==> src/logic/servo_mode_map.vh <==
// register offsets, field positions, alarm codes and timing for the servo mode and alarm block
`ifndef SERVO_MODE_MAP_VH
`define SERVO_MODE_MAP_VH

// register byte offsets
`define OFF_CTRL       8'h00
`define OFF_SPDLIM     8'h04
`define OFF_STATUS     8'h08
`define OFF_IRQ_STAT   8'h0c
`define OFF_IRQ_CLR    8'h10
`define OFF_IRQ_EN     8'h14
`define OFF_CMD        8'h18

// control register fields
`define CTRL_CHG_MODE  0
`define CTRL_INCR_POS  1
`define CTRL_RESET     32'h0000_0000
`define SPDLIM_RESET   16'h0000

// command register fields (write one to act)
`define CMD_SET_BUTTON 0
`define CMD_HOME_DONE  1

// status register fields
`define ST_POS_MODE    0
`define ST_ALARM       1
`define ST_HOME_VALID  2
`define ST_BASE_EN     3
`define ST_LIMITING    4
`define ST_CODE_LSB    8

// interrupt bits
`define IRQ_ALARM      0
`define IRQ_CLEARED    1
`define IRQ_MODE_CHG   2
`define IRQ_W          3

// alarm codes
`define AL_NONE        8'h00
`define AL_UNDERVOLT   8'h10
`define AL_REGEN       8'h30
`define AL_OVERCURRENT 8'h32
`define AL_OVERLOAD1   8'h50
`define AL_OVERLOAD2   8'h51

// control supply outage time that forces undervoltage, in ms, and clock in kHz
`define OUTAGE_MS      60
`define CLK_KHZ        125000
`define OUTAGE_CYCLES  (`OUTAGE_MS * `CLK_KHZ)

`endif

==> src/logic/contact_sync.v <==
// two-stage synchroniser for a group of external contact inputs
`timescale 1ns/1ps
`default_nettype none

module contact_sync #(
   parameter WIDTH = 4
) (
   input  wire             ref_clk,
   input  wire             resetn,
   input  wire [WIDTH-1:0] rawIn,
   output reg  [WIDTH-1:0] syncOut
);

   reg [WIDTH-1:0] meta_q;

   // first stage feeds only the second stage
   always @(posedge ref_clk or negedge resetn)
   begin
      if (!resetn)
      begin
         meta_q  <= {WIDTH{1'b0}};
         syncOut <= {WIDTH{1'b0}};
      end
      else
      begin
         meta_q  <= rawIn;
         syncOut <= meta_q;
      end
   end

endmodule

`default_nettype wire

==> src/logic/servo_mode_switch_alarm.v <==
// speed limit choice, torque/position change and alarm handling with an ahb-lite register port
//
// Function
// - torque mode limit: analog if select 0, else internal
// - flag speed limiting when speed reaches selected limit
// - switch 0 gives torque, 1 gives position control
// - mode change only applied at zero speed
// - toggle away from zero speed is ignored
// - ignored toggle stays ignored after later stop
// - clear droop count on position to torque change
// - any alarm shuts power stage off at once
// - clear alarm by power cycle, set button, reset edge
// - no clear while the alarm cause persists
// - distinct codes for overcurrent, overload 1, overload 2
// - distinct code for regenerative fault
// - undervoltage after long control supply outage restores
// - undervoltage on bus drop while drive enabled
// - incremental mode loses home on alarm
`timescale 1ns/1ps
`default_nettype none
`include "servo_mode_map.vh"

module servo_mode_switch_alarm #(
   parameter SPD_W         = 16,
   parameter OUTAGE_CYCLES = `OUTAGE_CYCLES
) (
   input  wire             ref_clk,
   input  wire             resetn,
   // ahb-lite slave
   input  wire             hsel,
   input  wire [7:0]       haddr,
   input  wire [1:0]       htrans,
   input  wire             hwrite,
   input  wire [2:0]       hsize,
   input  wire [31:0]      hwdata,
   input  wire             hready,
   output reg  [31:0]      hrdata,
   output reg              hreadyout,
   output reg              hresp,
   // external contacts
   input  wire             speedSelectBit0,
   input  wire             controlModeSwitch,
   input  wire             alarmResetInput,
   input  wire             driveEnableInput,
   // internal monitors
   input  wire             zeroSpeedFlag,
   input  wire             busUnderVolt,
   input  wire             ctrlPowerGood,
   input  wire             overCurrent,
   input  wire             overload1,
   input  wire             overload2,
   input  wire             regenFault,
   input  wire [SPD_W-1:0] motorSpeed,
   input  wire [SPD_W-1:0] analogSpeedLimit,
   // outputs
   output reg  [SPD_W-1:0] speedLimitValue,
   output reg              speedLimitingFlag,
   output reg              positionMode,
   output reg              droopClear,
   output reg              baseCircuitEn,
   output reg              homeValid,
   output reg              alarmActive,
   output reg  [7:0]       alarmCode,
   output reg              irq
);

   // synchronised contacts
   wire [3:0] contactSync;
   wire       selSync;
   wire       modeSwSync;
   wire       resetSync;
   wire       driveSync;

   // registers
   reg [31:0]        ctrl_q;
   reg [SPD_W-1:0]   spdLimit_q;
   reg [`IRQ_W-1:0]  irqStat_q;
   reg [`IRQ_W-1:0]  irqEn_q;
   reg [`IRQ_W-1:0]  irqStat_d;

   // bus data phase
   reg               wrPend_q;
   reg [7:0]         wrAddr_q;

   // contact history and supply outage tracking
   reg               resetPrev_q;
   reg               modeSwPrev_q;
   reg [31:0]        outageCnt_q;
   reg               longOutage_q;
   reg               powerPrev_q;

   // alarm decision
   reg [7:0]         causeCode;
   reg               causeStill;
   reg [7:0]         alarmCode_d;
   reg               alarmActive_d;
   reg               positionMode_d;

   wire addrPhase;
   wire wrData;
   wire resetRise;
   wire setPress;
   wire homeDone;
   wire modeToggle;
   wire outageRestore;
   wire clearReq;
   wire modeChange;
   wire [SPD_W-1:0] limitSel;

   // contacts go through two flops before any use
   contact_sync #(
      .WIDTH   (4)
   ) u_contact_sync (
      .ref_clk (ref_clk),
      .resetn  (resetn),
      .rawIn   ({driveEnableInput, alarmResetInput, controlModeSwitch, speedSelectBit0}),
      .syncOut (contactSync)
   );

   assign selSync    = contactSync[0];
   assign modeSwSync = contactSync[1];
   assign resetSync  = contactSync[2];
   assign driveSync  = contactSync[3];

   // bus strobes and one-cycle command pulses
   assign addrPhase  = hsel && htrans[1] && hready;
   assign wrData     = wrPend_q;
   assign setPress   = wrData && (wrAddr_q == `OFF_CMD) && hwdata[`CMD_SET_BUTTON];
   assign homeDone   = wrData && (wrAddr_q == `OFF_CMD) && hwdata[`CMD_HOME_DONE];

   // off-to-on edge taken from the synchronised reset contact
   assign resetRise  = resetSync && !resetPrev_q;
   assign modeToggle = modeSwSync != modeSwPrev_q;

   // supply back after an outage at least as long as the limit
   assign outageRestore = ctrlPowerGood && !powerPrev_q && longOutage_q;

   // select 0 picks the analog limit, 1 the internal one
   assign limitSel = selSync ? spdLimit_q : analogSpeedLimit;

   // cause detection with fixed priority and distinct codes
   always @*
   begin
      causeCode = `AL_NONE;
      if (overCurrent)
         causeCode = `AL_OVERCURRENT;
      else if (overload1)
         causeCode = `AL_OVERLOAD1;
      else if (overload2)
         causeCode = `AL_OVERLOAD2;
      else if (regenFault)
         causeCode = `AL_REGEN;
      else if (outageRestore || (busUnderVolt && driveSync))
         causeCode = `AL_UNDERVOLT;
   end

   // is the cause of the latched alarm still there
   always @*
   begin
      case (alarmCode)
         `AL_OVERCURRENT: causeStill = overCurrent;
         `AL_OVERLOAD1:   causeStill = overload1;
         `AL_OVERLOAD2:   causeStill = overload2;
         `AL_REGEN:       causeStill = regenFault;
         `AL_UNDERVOLT:   causeStill = busUnderVolt || !ctrlPowerGood;
         default:         causeStill = 1'b0;
      endcase
   end

   // clearing needs a reset path and a removed cause
   assign clearReq = alarmActive && (resetRise || setPress) && !causeStill;

   // alarm latch: first cause wins, cleared only by request
   always @*
   begin
      alarmActive_d = alarmActive;
      alarmCode_d   = alarmCode;
      if (!alarmActive && (causeCode != `AL_NONE))
      begin
         alarmActive_d = 1'b1;
         alarmCode_d   = causeCode;
      end
      else if (clearReq)
      begin
         alarmActive_d = 1'b0;
         alarmCode_d   = `AL_NONE;
      end
   end

   // mode follows a switch edge only if seen at zero speed
   always @*
   begin
      positionMode_d = positionMode;
      if (!ctrl_q[`CTRL_CHG_MODE])
         positionMode_d = 1'b0;
      else if (modeToggle && zeroSpeedFlag)
         positionMode_d = modeSwSync;
   end

   assign modeChange = positionMode_d != positionMode;

   // interrupt status: set beats clear
   always @*
   begin
      irqStat_d = irqStat_q;
      if (wrData && (wrAddr_q == `OFF_IRQ_CLR))
         irqStat_d = irqStat_d & ~hwdata[`IRQ_W-1:0];
      if (alarmActive_d && !alarmActive)
         irqStat_d[`IRQ_ALARM] = 1'b1;
      if (clearReq)
         irqStat_d[`IRQ_CLEARED] = 1'b1;
      if (modeChange)
         irqStat_d[`IRQ_MODE_CHG] = 1'b1;
   end

   // ahb-lite slave, zero wait states, always okay
   always @(posedge ref_clk or negedge resetn)
   begin
      if (!resetn)
      begin
         hreadyout  <= 1'b0;
         hresp      <= 1'b0;
         hrdata     <= 32'h0000_0000;
         wrPend_q   <= 1'b0;
         wrAddr_q   <= 8'h00;
         ctrl_q     <= `CTRL_RESET;
         spdLimit_q <= `SPDLIM_RESET;
         irqEn_q    <= {`IRQ_W{1'b0}};
      end
      else
      begin
         hreadyout <= 1'b1;
         hresp     <= 1'b0;
         wrPend_q  <= addrPhase && hwrite;
         if (addrPhase)
            wrAddr_q <= haddr;
         // read data is fetched at the address phase edge
         if (addrPhase && !hwrite)
         begin
            case (haddr)
               `OFF_CTRL:     hrdata <= ctrl_q;
               `OFF_SPDLIM:   hrdata <= {{(32-SPD_W){1'b0}}, spdLimit_q};
               `OFF_STATUS:   hrdata <= {16'h0000, alarmCode, 3'b000,
                                         speedLimitingFlag, baseCircuitEn,
                                         homeValid, alarmActive, positionMode};
               `OFF_IRQ_STAT: hrdata <= {{(32-`IRQ_W){1'b0}}, irqStat_q};
               `OFF_IRQ_EN:   hrdata <= {{(32-`IRQ_W){1'b0}}, irqEn_q};
               default:       hrdata <= 32'h0000_0000;
            endcase
         end
         // writes land at the end of the data phase
         if (wrData)
         begin
            case (wrAddr_q)
               `OFF_CTRL:   ctrl_q     <= {30'h0000_0000, hwdata[1:0]};
               `OFF_SPDLIM: spdLimit_q <= hwdata[SPD_W-1:0];
               `OFF_IRQ_EN: irqEn_q    <= hwdata[`IRQ_W-1:0];
               default:     ;
            endcase
         end
      end
   end

   // contact history and control supply outage timer
   always @(posedge ref_clk or negedge resetn)
   begin
      if (!resetn)
      begin
         resetPrev_q  <= 1'b0;
         modeSwPrev_q <= 1'b0;
         powerPrev_q  <= 1'b1;
         outageCnt_q  <= 32'h0000_0000;
         longOutage_q <= 1'b0;
      end
      else
      begin
         resetPrev_q  <= resetSync;
         modeSwPrev_q <= modeSwSync;
         powerPrev_q  <= ctrlPowerGood;
         if (ctrlPowerGood)
         begin
            outageCnt_q  <= 32'h0000_0000;
            longOutage_q <= 1'b0;
         end
         else if (outageCnt_q < OUTAGE_CYCLES)
         begin
            outageCnt_q <= outageCnt_q + 32'h0000_0001;
            if (outageCnt_q == OUTAGE_CYCLES - 1)
               longOutage_q <= 1'b1;
         end
      end
   end

   // alarm, power stage, home and mode state
   always @(posedge ref_clk or negedge resetn)
   begin
      if (!resetn)
      begin
         alarmActive   <= 1'b0;
         alarmCode     <= `AL_NONE;
         baseCircuitEn <= 1'b0;
         homeValid     <= 1'b0;
         positionMode  <= 1'b0;
         droopClear    <= 1'b0;
         irqStat_q     <= {`IRQ_W{1'b0}};
         irq           <= 1'b0;
      end
      else
      begin
         alarmActive <= alarmActive_d;
         alarmCode   <= alarmCode_d;
         // raw cause cuts the stage in the same edge as the latch
         baseCircuitEn <= driveSync && !alarmActive_d;
         // home lost on alarm in incremental mode, set by home return
         if (ctrl_q[`CTRL_INCR_POS] && alarmActive_d)
            homeValid <= 1'b0;
         else if (homeDone)
            homeValid <= 1'b1;
         positionMode <= positionMode_d;
         // one pulse when leaving position control
         droopClear <= positionMode && !positionMode_d;
         irqStat_q  <= irqStat_d;
         irq        <= |(irqStat_d & irqEn_q);
      end
   end

   // limit value and limiting flag, meaningful in torque mode
   always @(posedge ref_clk or negedge resetn)
   begin
      if (!resetn)
      begin
         speedLimitValue   <= {SPD_W{1'b0}};
         speedLimitingFlag <= 1'b0;
      end
      else
      begin
         speedLimitValue   <= limitSel;
         speedLimitingFlag <= !positionMode && (motorSpeed >= limitSel);
      end
   end

endmodule

`default_nettype wire

==> config.mk <==
export PLATFORM = sky130hd
export DESIGN_NAME = servo_mode_switch_alarm
export DESIGN_NICKNAME = d
export VERILOG_FILES = /design/src/logic/contact_sync.v /design/src/logic/servo_mode_switch_alarm.v
export VERILOG_INCLUDE_DIRS = /design/src /design/src/logic
export SDC_FILE = /design/constraint.sdc
export NUM_CORES = 1
export LEC_CHECK = 0
export ABC_AREA = 1
export ABC_CLOCK_PERIOD_IN_PS = 2200
export BUFFER_PORTS_ARGS = -buffer_cell sky130_fd_sc_hd__buf_2
export CAP_MARGIN = 20
export CORE_MARGIN = 2
export CORE_UTILIZATION = 45
export DETAILED_ROUTE_END_ITERATION = 16
export HOLD_SLACK_MARGIN = 0.12
export PLACE_DENSITY = 0.65
export SLEW_MARGIN = 15
export SYNTH_ARGS = -nofsm -noshare
export SYNTH_HDL_FRONTEND = slang
export SYNTH_SLANG_ARGS = --single-unit
export TNS_END_PERCENT = 1
==> constraint.sdc <==
create_clock -name ref_clk -period 2.2 [get_ports ref_clk]
set_clock_uncertainty 0.2 [all_clocks]
set_input_delay 0.11 -clock ref_clk [delete_from_list [all_inputs] [get_ports ref_clk]]
set_output_delay 0.11 -clock ref_clk [all_outputs]
set_load 0.02 [all_outputs]
=== Yosys cells after proc, flatten, opt, wreduce, memory -nomap -nowiden ===
Index checks and enable logic that the tools add are counted.

* Output and inout bits: 65
* Flip-flop bits (word level): 141

* Muxes and demuxes: 25
* Bitwise operators: 3
* Reductions and logical operators: 45
* Add/subtract/negate cells: 1
* Order comparisons: 2
* Equality and inequality tests: 16

{| class="wikitable"
|+ Operator list
! operator !! number
|-
| $pmux W16 S5 || 1
|-
| $mux W32 || 2
|-
| $eq A8 B5 Y1 const B || 5
|-
| $add A32 B1 Y32 const B || 1
|-
| $eq A32 B23 Y1 const B || 1
|-
| $lt A32 B23 Y1 const B || 1
|-
| $mux W8 || 4
|-
| $logic_and A1 B1 Y1 || 21
|-
| $eq A8 B3 Y1 const B || 2
|-
| $eq A8 B4 Y1 const B || 2
|-
| $eq A8 B6 Y1 const B || 2
|-
| $eq A8 B7 Y1 const B || 2
|-
| $ge A16 B16 Y1 || 1
|-
| $logic_not A8 Y1 || 2
|-
| $mux W16 || 1
|-
| $mux W1 || 12
|-
| $logic_not A1 Y1 || 9
|-
| $reduce_and A2 Y1 || 4
|-
| $reduce_bool A2 Y1 || 4
|-
| $reduce_bool A8 Y1 || 1
|-
| $mux W7 || 1
|-
| $and A3 B3 Y3 || 2
|-
| $mux W6 || 1
|-
| $mux W5 || 1
|-
| 6 further kinds || 9
|}

=== Depth between registers and ports, before layout ===
Gate-level depths: netlist (run 1).

* Depth in word-level cells: 16
* Mapped depth: 14
* Depth with buffers taken out: 14

=== Modules after synthesis ===
A second synthesis (run 1) with hierarchy kept.

* Cells, all modules: 788
* Area total of the unflattened synthesis: 6,279.8 um2

{| class="wikitable"
|+ Modules (own cells, without submodules)
! module !! area an instance (um2) !! sequential area each (um2) !! times used !! cells an instance
|-
| servo_mode_switch_alarm || 6,079.6 || 2,854.0 || 1 || 780
|-
| contact_sync || 200.2 || 200.2 || 1 || 8
|}

=== Worst setup path after synthesis (run 1) ===
No wires, ideal clock.

* Kind: flip-flop to flip-flop
* From: register u_contact_sync.syncOut[0]
* To: register speedLimitingFlag
* Data required time: 1.887 ns
* Slack: 0.317 ns
* Clock period less this slack: 1.883 ns
* Stages on the path, launching flop included: 15
* Data arrival time: 1.570 ns
* Cells stage by stage: dfrtp_1 -> clkbuf_1 -> nand2_1 -> o21ai_0 -> ha_1 -> inv_1 -> nor2_1 -> o21bai_1 -> nand2_1 -> nand2_1 -> nand2_1 -> nand2_1 -> nand3_1 -> nand2_1 -> inv_1

* Word-level cells in the longest chain between the ends: 3

{| class="wikitable"
|+ RTL lines
! element !! RTL line !! source
|-
| start: declaration || contact_sync.v:11 || <nowiki>output reg [WIDTH-1:0] syncOut</nowiki>
|-
| start signal: assignment || contact_sync.v:22 || <nowiki>syncOut <= {WIDTH{1'b0}};</nowiki>
|-
| start signal: assignment || contact_sync.v:27 || <nowiki>syncOut <= meta_q;</nowiki>
|-
| $mux W16 || servo_mode_switch_alarm.v:139 || <nowiki>assign limitSel = selSync ? spdLimit_q : analogSpeedLimit;</nowiki>
|-
| $ge A16 B16 Y1 || servo_mode_switch_alarm.v:338 || <nowiki>speedLimitingFlag <= !positionMode && (motorSpeed >= limitSel);</nowiki>
|-
| $logic_and A1 B1 Y1 || servo_mode_switch_alarm.v:338 ||
|-
| end signal: assignment || servo_mode_switch_alarm.v:338 ||
|-
| end: declaration || servo_mode_switch_alarm.v:57 || <nowiki>output reg speedLimitingFlag,</nowiki>
|}

No other way between the ends.
A chain may end at the register's enable or synchronous reset.

=== Worst setup path in the final report (run 1) ===
Same ends and word-level chain as after synthesis.

==> results of run 1 <==
how the worst min path moves through the flow:
| stage | start | endpoint | slack, ns | depth (start not counted) |
|---|---|---|---|---|
| after floorplan | resetn | alarmActive | -0.39 | 0 |
| after global placement | resetn | speedLimitValue[0] | -0.19 | 1 |
| after detailed placement | resetn | speedLimitValue[0] | -0.19 | 1 |
| after CTS | controlModeSwitch | u_contact_sync.meta_q[1] | 0.12 | 2 |
| after global routing | speedSelectBit0 | u_contact_sync.meta_q[0] | 0.13 | 2 |
| final | motorSpeed[12] | speedLimitingFlag | 0.13 | 8 |
area by class of cell:
cell class / instances / area (um^2)
fill: 1229 / 5390
sequential: 122 / 3050
multi-input combinational: 557 / 2700
timing repair buffer: 196 / 1390
clock buffer: 21 / 440
inverter: 96 / 360
tap: 180 / 225
clock inverter: 11 / 216
where the power goes:
part           internal (mW)  leakage [nW]  switching, mW
sequential              2.43          1.51          0.151
clock                   2.12         0.308           1.01
combinational          0.396          2.46          0.619
per-layer routing:
metal,vias to the layer above,track usage [%],part of all wire [%]
met4,0,7.40,1.5
met2,173,37.4,46
li1,2877,-,-
met1,2675,30.1,46
met5,-,0,0
met3,18,5.11,5.9
sequential cells by signal, summed over array words and instances, names as in the netlist, 2 cells and up:
signal and flops:
ctrl_q 2, u_contact_sync.syncOut 4, irqEn_q 3, outageCnt_q 32
speedLimitValue 16, spdLimit_q 16, wrAddr_q 8, u_contact_sync.meta_q 4
hrdata 16, irqStat_q 3, alarmCode 5
critical path: stages, from the launching register on:
cell and delay [ns]:
dfrtp_1 0.39, buf_12 0.16, o21ai_0 0.25, ha_1 0.31, a21oi_1 0.18, o21a_1 0.14
nand2_1 0.05, nand2_1 0.05, nand3_1 0.07, nand2_1 0.06, inv_1 0.03
what timing repair did:
item | 4_1_cts | 5_1_grt
hold buffers | 68 | 0
endpoints found under the setup margin | 0 | 1
endpoints found under the hold margin | 219 | 0
resized for setup | 0 | 3
Yosys cell counts, drive strengths merged (2+ instances only):
cell / count / area share, %
xor2: 9 / 1.2
buf: 30 / 3.6
inv: 96 / 5.7
clkbuf: 12 / 0.71
nor3: 10 / 0.87
o21ai: 46 / 3.6
a21oi: 23 / 1.8
dfrtp: 121 / 48
nor2: 108 / 7.1
o22ai: 3 / 0.30
nand4: 12 / 1.2
ha: 18 / 3.6
mux2: 2 / 0.36
o31ai: 6 / 0.71
nand3: 62 / 5.2
conb: 2 / 0.12
nand2: 222 / 14
xnor2: 4 / 0.56
logic make-up after synthesis:
family / after synthesis / synth area share [%]
flops: 122 / 48.4
buf+inv: 138 / 10.0
other cells: 2 / 0.119
compound gates: 83 / 7.12
mux: 2 / 0.357
simple gates: 420 / 28.6
xor+xnor: 13 / 1.80
fa+ha+maj: 18 / 3.57
metrics by stage:
| step | worst slack [ns] | utilization, % | power [mW] | cells | cell area [um^2] |
|---|---|---|---|---|---|
| detailed placement | 0.170 | 51.1 | 3.51 | 1083 | 7040 |
| finish | 0.181 | 60.8 | 6.73 | 1183 | 8380 |
| floorplan | 0.317 | - | 3.14 | 817 | 6380 |
| CTS | 0.132 | 60.8 | 6.77 | 1183 | 8380 |
| global route | 0.0102 | 60.8 | 7.04 | 1183 | 8380 |
| global placement | 0.212 | 51.1 | 3.49 | 1083 | 7040 |
==> results.md, run 1 <==
* Vias in the first global route at 5505
* Routed WL at 16.3 mm
* Worst reg-to-reg path cell count at 10
* Global-route wire length before repair at 26.5 mm
* TNS Setup at 0 ns
* Vias at 5743
* Cell variety after synth at 40
* Layout Nets at 1101
* Final critical-path required period at 2.02 ns
* CP Capture Type: flip-flop
* #FFs+latches synth at 122
* Avg Inst Size Synth at 7.91 um^2
* Slew @ Worst Pin at 0.764 ns
* Critical Path RT at 2.31 ns
* Fmax at 0.495 GHz
* Post-CTS setup buffer count at 0
* Area Overhead vs Synth at 32.8%
* EDFF count, synth at 0
* Vias/cell at 4.85
* CTS max path bufs at 2
* Seq/Total Area, Yosys at 48.4%
* Die W at 122 um
* Most common cell after layout, fill and taps aside: nand2_1
* Routed wire per std cell at 13.8 um
* Die ar. at 0.0150 mm^2
* Initial Util at 45.8%
* Port buffer count at 117
* Largest net degree at the start of global routing at 66
* CTS root buf: clkbuf_16
* Drt drc at 0
* Fin. max-slew vios at 0
* 1st-iter DRT viols at 437
* Ant diodes at 0
* CTS H-tree lvls at 4
* Critical path endpoint: speedLimitingFlag
* Top-Level Pins at 158
* Final setup violation count at 0
* CTS sink cnt at 122
* Worst R2R Start: u_contact_sync.syncOut[0]
* Gr usage total at 22.8%
* HP Class: in -> reg
* Number of antenna violations at the first check in global routing at 0
* Status: completed
* Critical path class: reg -> reg
* DRT Pass-1 Iters at 5
* Most frequent cells in the layout: 217 x nand2_1, 121 x dfrtp_1, 116 x buf_2, 99 x nor2_1, 95 x inv_1
* RSZ-0062 raised after global routing: false
* Peak VDD IR at 736 uV
* Clk Latency, worst-skew pair at 0.42 ns
* DIE HEIGHT at 122 um
* Final period util at 91.8%
* Mapped cell area at 0.00631 mm^2
* Critical Path Source: u_contact_sync.syncOut[0]
* Gp weighted congestion at 0.908
* GRT overflow at 0
* Worst reg2reg endpoint: speedLimitingFlag
* Async set or reset register ratio after synthesis at 100%
* Post-Syn Instances at 798
* Leakage at 4.28 nW
* Most common flop cell mapped by yosys: dfrtp_1
* Hold slack at 0.125 ns
* Detail Placement HPWL at 11.2 mm
* Core area at 0.0138 mm^2
* Worst Path Arrival at 2.13 ns
* Synth Warn # at 0
* Num rows at 43
* Share of cells above drive strength 1 at 18.0%
* Worst rel slew slack at 48.9%
* Crit start category: flip-flop
* Final hold vios at 0
* CTS tree: done
* CP Max Fanout at 31
* Pwr dens at 803 mW/mm^2
* Clk slew on worst S/H paths at 0.06 ns
* R2r setup slk at 0.18 ns
* Num CTS Buffers at 17
* Max-Cap Viols at 0
* Antenna Nets Post-Route at 0
Note: power is estimated with default switching activity, not from simulation.
==> run 2: changes to the inputs <==
--- a/config.mk
+++ b/config.mk
@@ -6,15 +6,16 @@
 export SDC_FILE = /design/constraint.sdc
 export NUM_CORES = 1
 export LEC_CHECK = 0
-export ABC_AREA = 1
 export ABC_CLOCK_PERIOD_IN_PS = 2200
 export BUFFER_PORTS_ARGS = -buffer_cell sky130_fd_sc_hd__buf_2
 export CAP_MARGIN = 20
+export CELL_PAD_IN_SITES_DETAIL_PLACEMENT = 0
+export CELL_PAD_IN_SITES_GLOBAL_PLACEMENT = 2
 export CORE_MARGIN = 2
-export CORE_UTILIZATION = 45
+export CORE_UTILIZATION = 33
 export DETAILED_ROUTE_END_ITERATION = 16
 export HOLD_SLACK_MARGIN = 0.12
-export PLACE_DENSITY = 0.65
+export PLACE_DENSITY = 0.76
 export SLEW_MARGIN = 15
 export SYNTH_ARGS = -nofsm -noshare
 export SYNTH_HDL_FRONTEND = slang
==> results.md, run 2 <==
* Peak VDD IR at 517 uV
* Port buffer count at 117
* Gp weighted congestion at 0.824
* Mapped cell area at 0.00573 mm^2
* CTS tree: done
* Drt drc at 0
* Detail Placement HPWL at 11.0 mm
* TNS Setup at -5.71 ns
* HP Class: in -> reg
* Num rows at 48
* Vias at 4868
* Worst Path Arrival at 2.70 ns
* Clk Latency, worst-skew pair at 0.42 ns
* Final critical-path required period at 2.57 ns
* DRT Pass-1 Iters at 4
* Top-area cell type share of the netlist area at 52.8%
* Die W at 136 um
* Fin. max-slew vios at 0
* Number of antenna violations at the first check in global routing at 0
* Reg area at 0.00306 mm^2
* Clk slew on worst S/H paths at 0.06 ns
* Antenna Nets Post-Route at 0
* Layout Nets at 882
* Seq/Total Area, Yosys at 53.3%
* #FFs+latches synth at 122
* Top-Level Pins at 158
* Area Overhead vs Synth at 46.9%
* Power Total at 6.25 mW
* CP Buf/Inv Count at 2
* Final period util at 117%
* Vias/cell at 4.82
* DIE HEIGHT at 136 um
* Most common cell after layout, fill and taps aside: dfrtp_1
* Fmax at 0.389 GHz
* EDFF count, synth at 0
* CTS max path bufs at 2
* Async set or reset register ratio after synthesis at 100%
* Largest net degree at the start of global routing at 60
* Global-route wire length before repair at 25.7 mm
* Fin util at 49.2%
* CP Max Fanout at 5
* Cell family with most CP delay: simple AND/OR/NAND/NOR gates
* Post-Syn Instances at 519
* GRT overflow at 0
* Final hold vios at 0
* Most common cell in the netlist: dfrtp_1
* CP max stage delay at 0.56 ns
* Share of cells above drive strength 1 at 33.3%
* Cell variety after synth at 60
* Routed wire per std cell at 15.9 um
* Die ar. at 0.0184 mm^2
* Num CTS Buffers at 17
* Critical Path, Cell by Cell: or4_4 > a2111oi_4 > buf_4 > o2111ai_4 > buf_6 > or3_1 > a21oi_2
* Most common flop cell mapped by yosys: dfrtp_1
* Routed WL at 16.1 mm
* RSZ-0062 raised after global routing: true
* Ant diodes at 0
* Crit start category: flip-flop
* Setup ws final at -0.368 ns
* Critical path class: reg -> reg
* Synth Warn # at 0
* Max reg flops at 32
* CTS sink cnt at 122
* Layout Cells excl Fill at 1009
* Dpl cells at 894
* Synth area leader: dfrtp_1
* CP Capture Type: flip-flop
* CTS H-tree lvls at 4
* Gr usage total at 18.1%
* Avg Inst Size Synth at 11.0 um^2
* Core area at 0.0171 mm^2
* Initial Util at 33.5%
* Leakage at 3.95 nW
* Leading cell types by count after synthesis: 121 x dfrtp_1, 46 x nand2_1, 32 x mux2_2, 30 x o21ai_0, 26 x inv_1
* Max-Cap Viols at 0
* Most frequent cells in the layout: 120 x dfrtp_1, 117 x buf_2, 77 x dlygate4sd3_1, 49 x buf_4, 46 x nand2_1
* Violated checks: setup timing
* 1st-iter DRT viols at 214
* Area of the multi-input gates at 0.00257 mm^2
* Ranking of synthesized cells by area: dfrtp_1 53%, mux2_2 6.3%, ha_1 3.9%
* Pwr dens at 742 mW/mm^2
* Fillers at 1594
* Critical Path RT at 2.34 ns
* Status: complete, but fails checks
* Final setup violation count at 24
* Slowest-stage cell, CP: or4_4
* Vias in the first global route at 4932
* Hold slack at 0.135 ns
* CTS root buf: clkbuf_16
* Biggest register: outageCnt_q
==> run 2: layer usage <==
| layer | wire length, um | vias up | GRT usage [%] | share of wire [%] |
|---|---|---|---|---|
| met5 | 0 | - | 0 | 0 |
| met4 | 199 | 0 | 5.32 | 1.2 |
| met3 | 807 | 19 | 4.45 | 5.0 |
| met2 | 8020 | 125 | 31.1 | 50 |
| met1 | 7060 | 2385 | 22.7 | 44 |
| li1 | - | 2339 | - | - |
==> run 2: layout make-up <==
type / count / area share [%]
clock buffer: 24 / 5.72
clock inverter: 8 / 1.13
inverter: 26 / 1.16
multi-input combinational: 353 / 30.5
sequential: 122 / 36.3
tap: 225 / 3.34
timing repair buffer: 251 / 21.9
==> run 2: worst register-to-register path, cell delays in order, from the launching register on <==
cell and delay [ns]:
dfrtp_1 0.37, or4_4 0.56, a2111oi_4 0.35, buf_4 0.20
o2111ai_4 0.15, buf_6 0.18, or3_1 0.36, a21oi_2 0.13
==> run 2: through the flow <==
step | instance area, um^2 | setup WS (ns)
2_1_floorplan | 5820 | -0.309
3_3_place_gp | 6860 | -0.367
3_5_place_dp | 6860 | -0.412
4_1_cts | 8330 | -0.361
5_1_grt | 8420 | -0.443
6_report | 8420 | -0.368
==> run 2: final timing paths <==
check | start | endpoint | slack [ns] | depth (start not counted)
setup / recovery | outageCnt_q[27] | outageCnt_q[20] | -0.37 | 7
hold / removal | alarmResetInput | u_contact_sync.meta_q[2] | 0.13 | 2
setup reg to reg | outageCnt_q[27] | outageCnt_q[20] | -0.37 | 7
hold reg to reg | u_contact_sync.meta_q[2] | u_contact_sync.syncOut[2] | 0.15 | 0
max in group asynchronous | resetn | irq | 0.76 | 4
min in group asynchronous | resetn | spdLimit_q[5] | 0.58 | 4
==> run 2: cell families after synthesis <==
logic type               synth area share, %
flip-flops                              53.3
AND/OR/NAND/NOR                         14.4
other                                  0.131
AO/OA/AOI/OAI                           12.5
adder cells (fa/ha/maj)                 3.93
buffers and inverters                   5.46
XOR/XNOR                               0.458
multiplexers                            9.86
==> run 2: repair_timing <==
| action | 4_1_cts | 5_1_grt |
|---|---|---|
| resized for setup | 13 | 18 |
| endpoints found under the setup margin | 23 | 32 |
| endpoints found under the hold margin | 230 | 0 |
| setup buffers | 1 | 1 |
| cloned | 1 | 0 |
| pin swaps | 15 | 1 |
| hold buffers | 80 | 0 |
==> run 2: power by group <==
group,internal (mW),leakage [nW],switching [mW]
sequential,2.40,1.54,0.155
combinational,0.466,2.14,0.502
clock,1.75,0.280,0.985
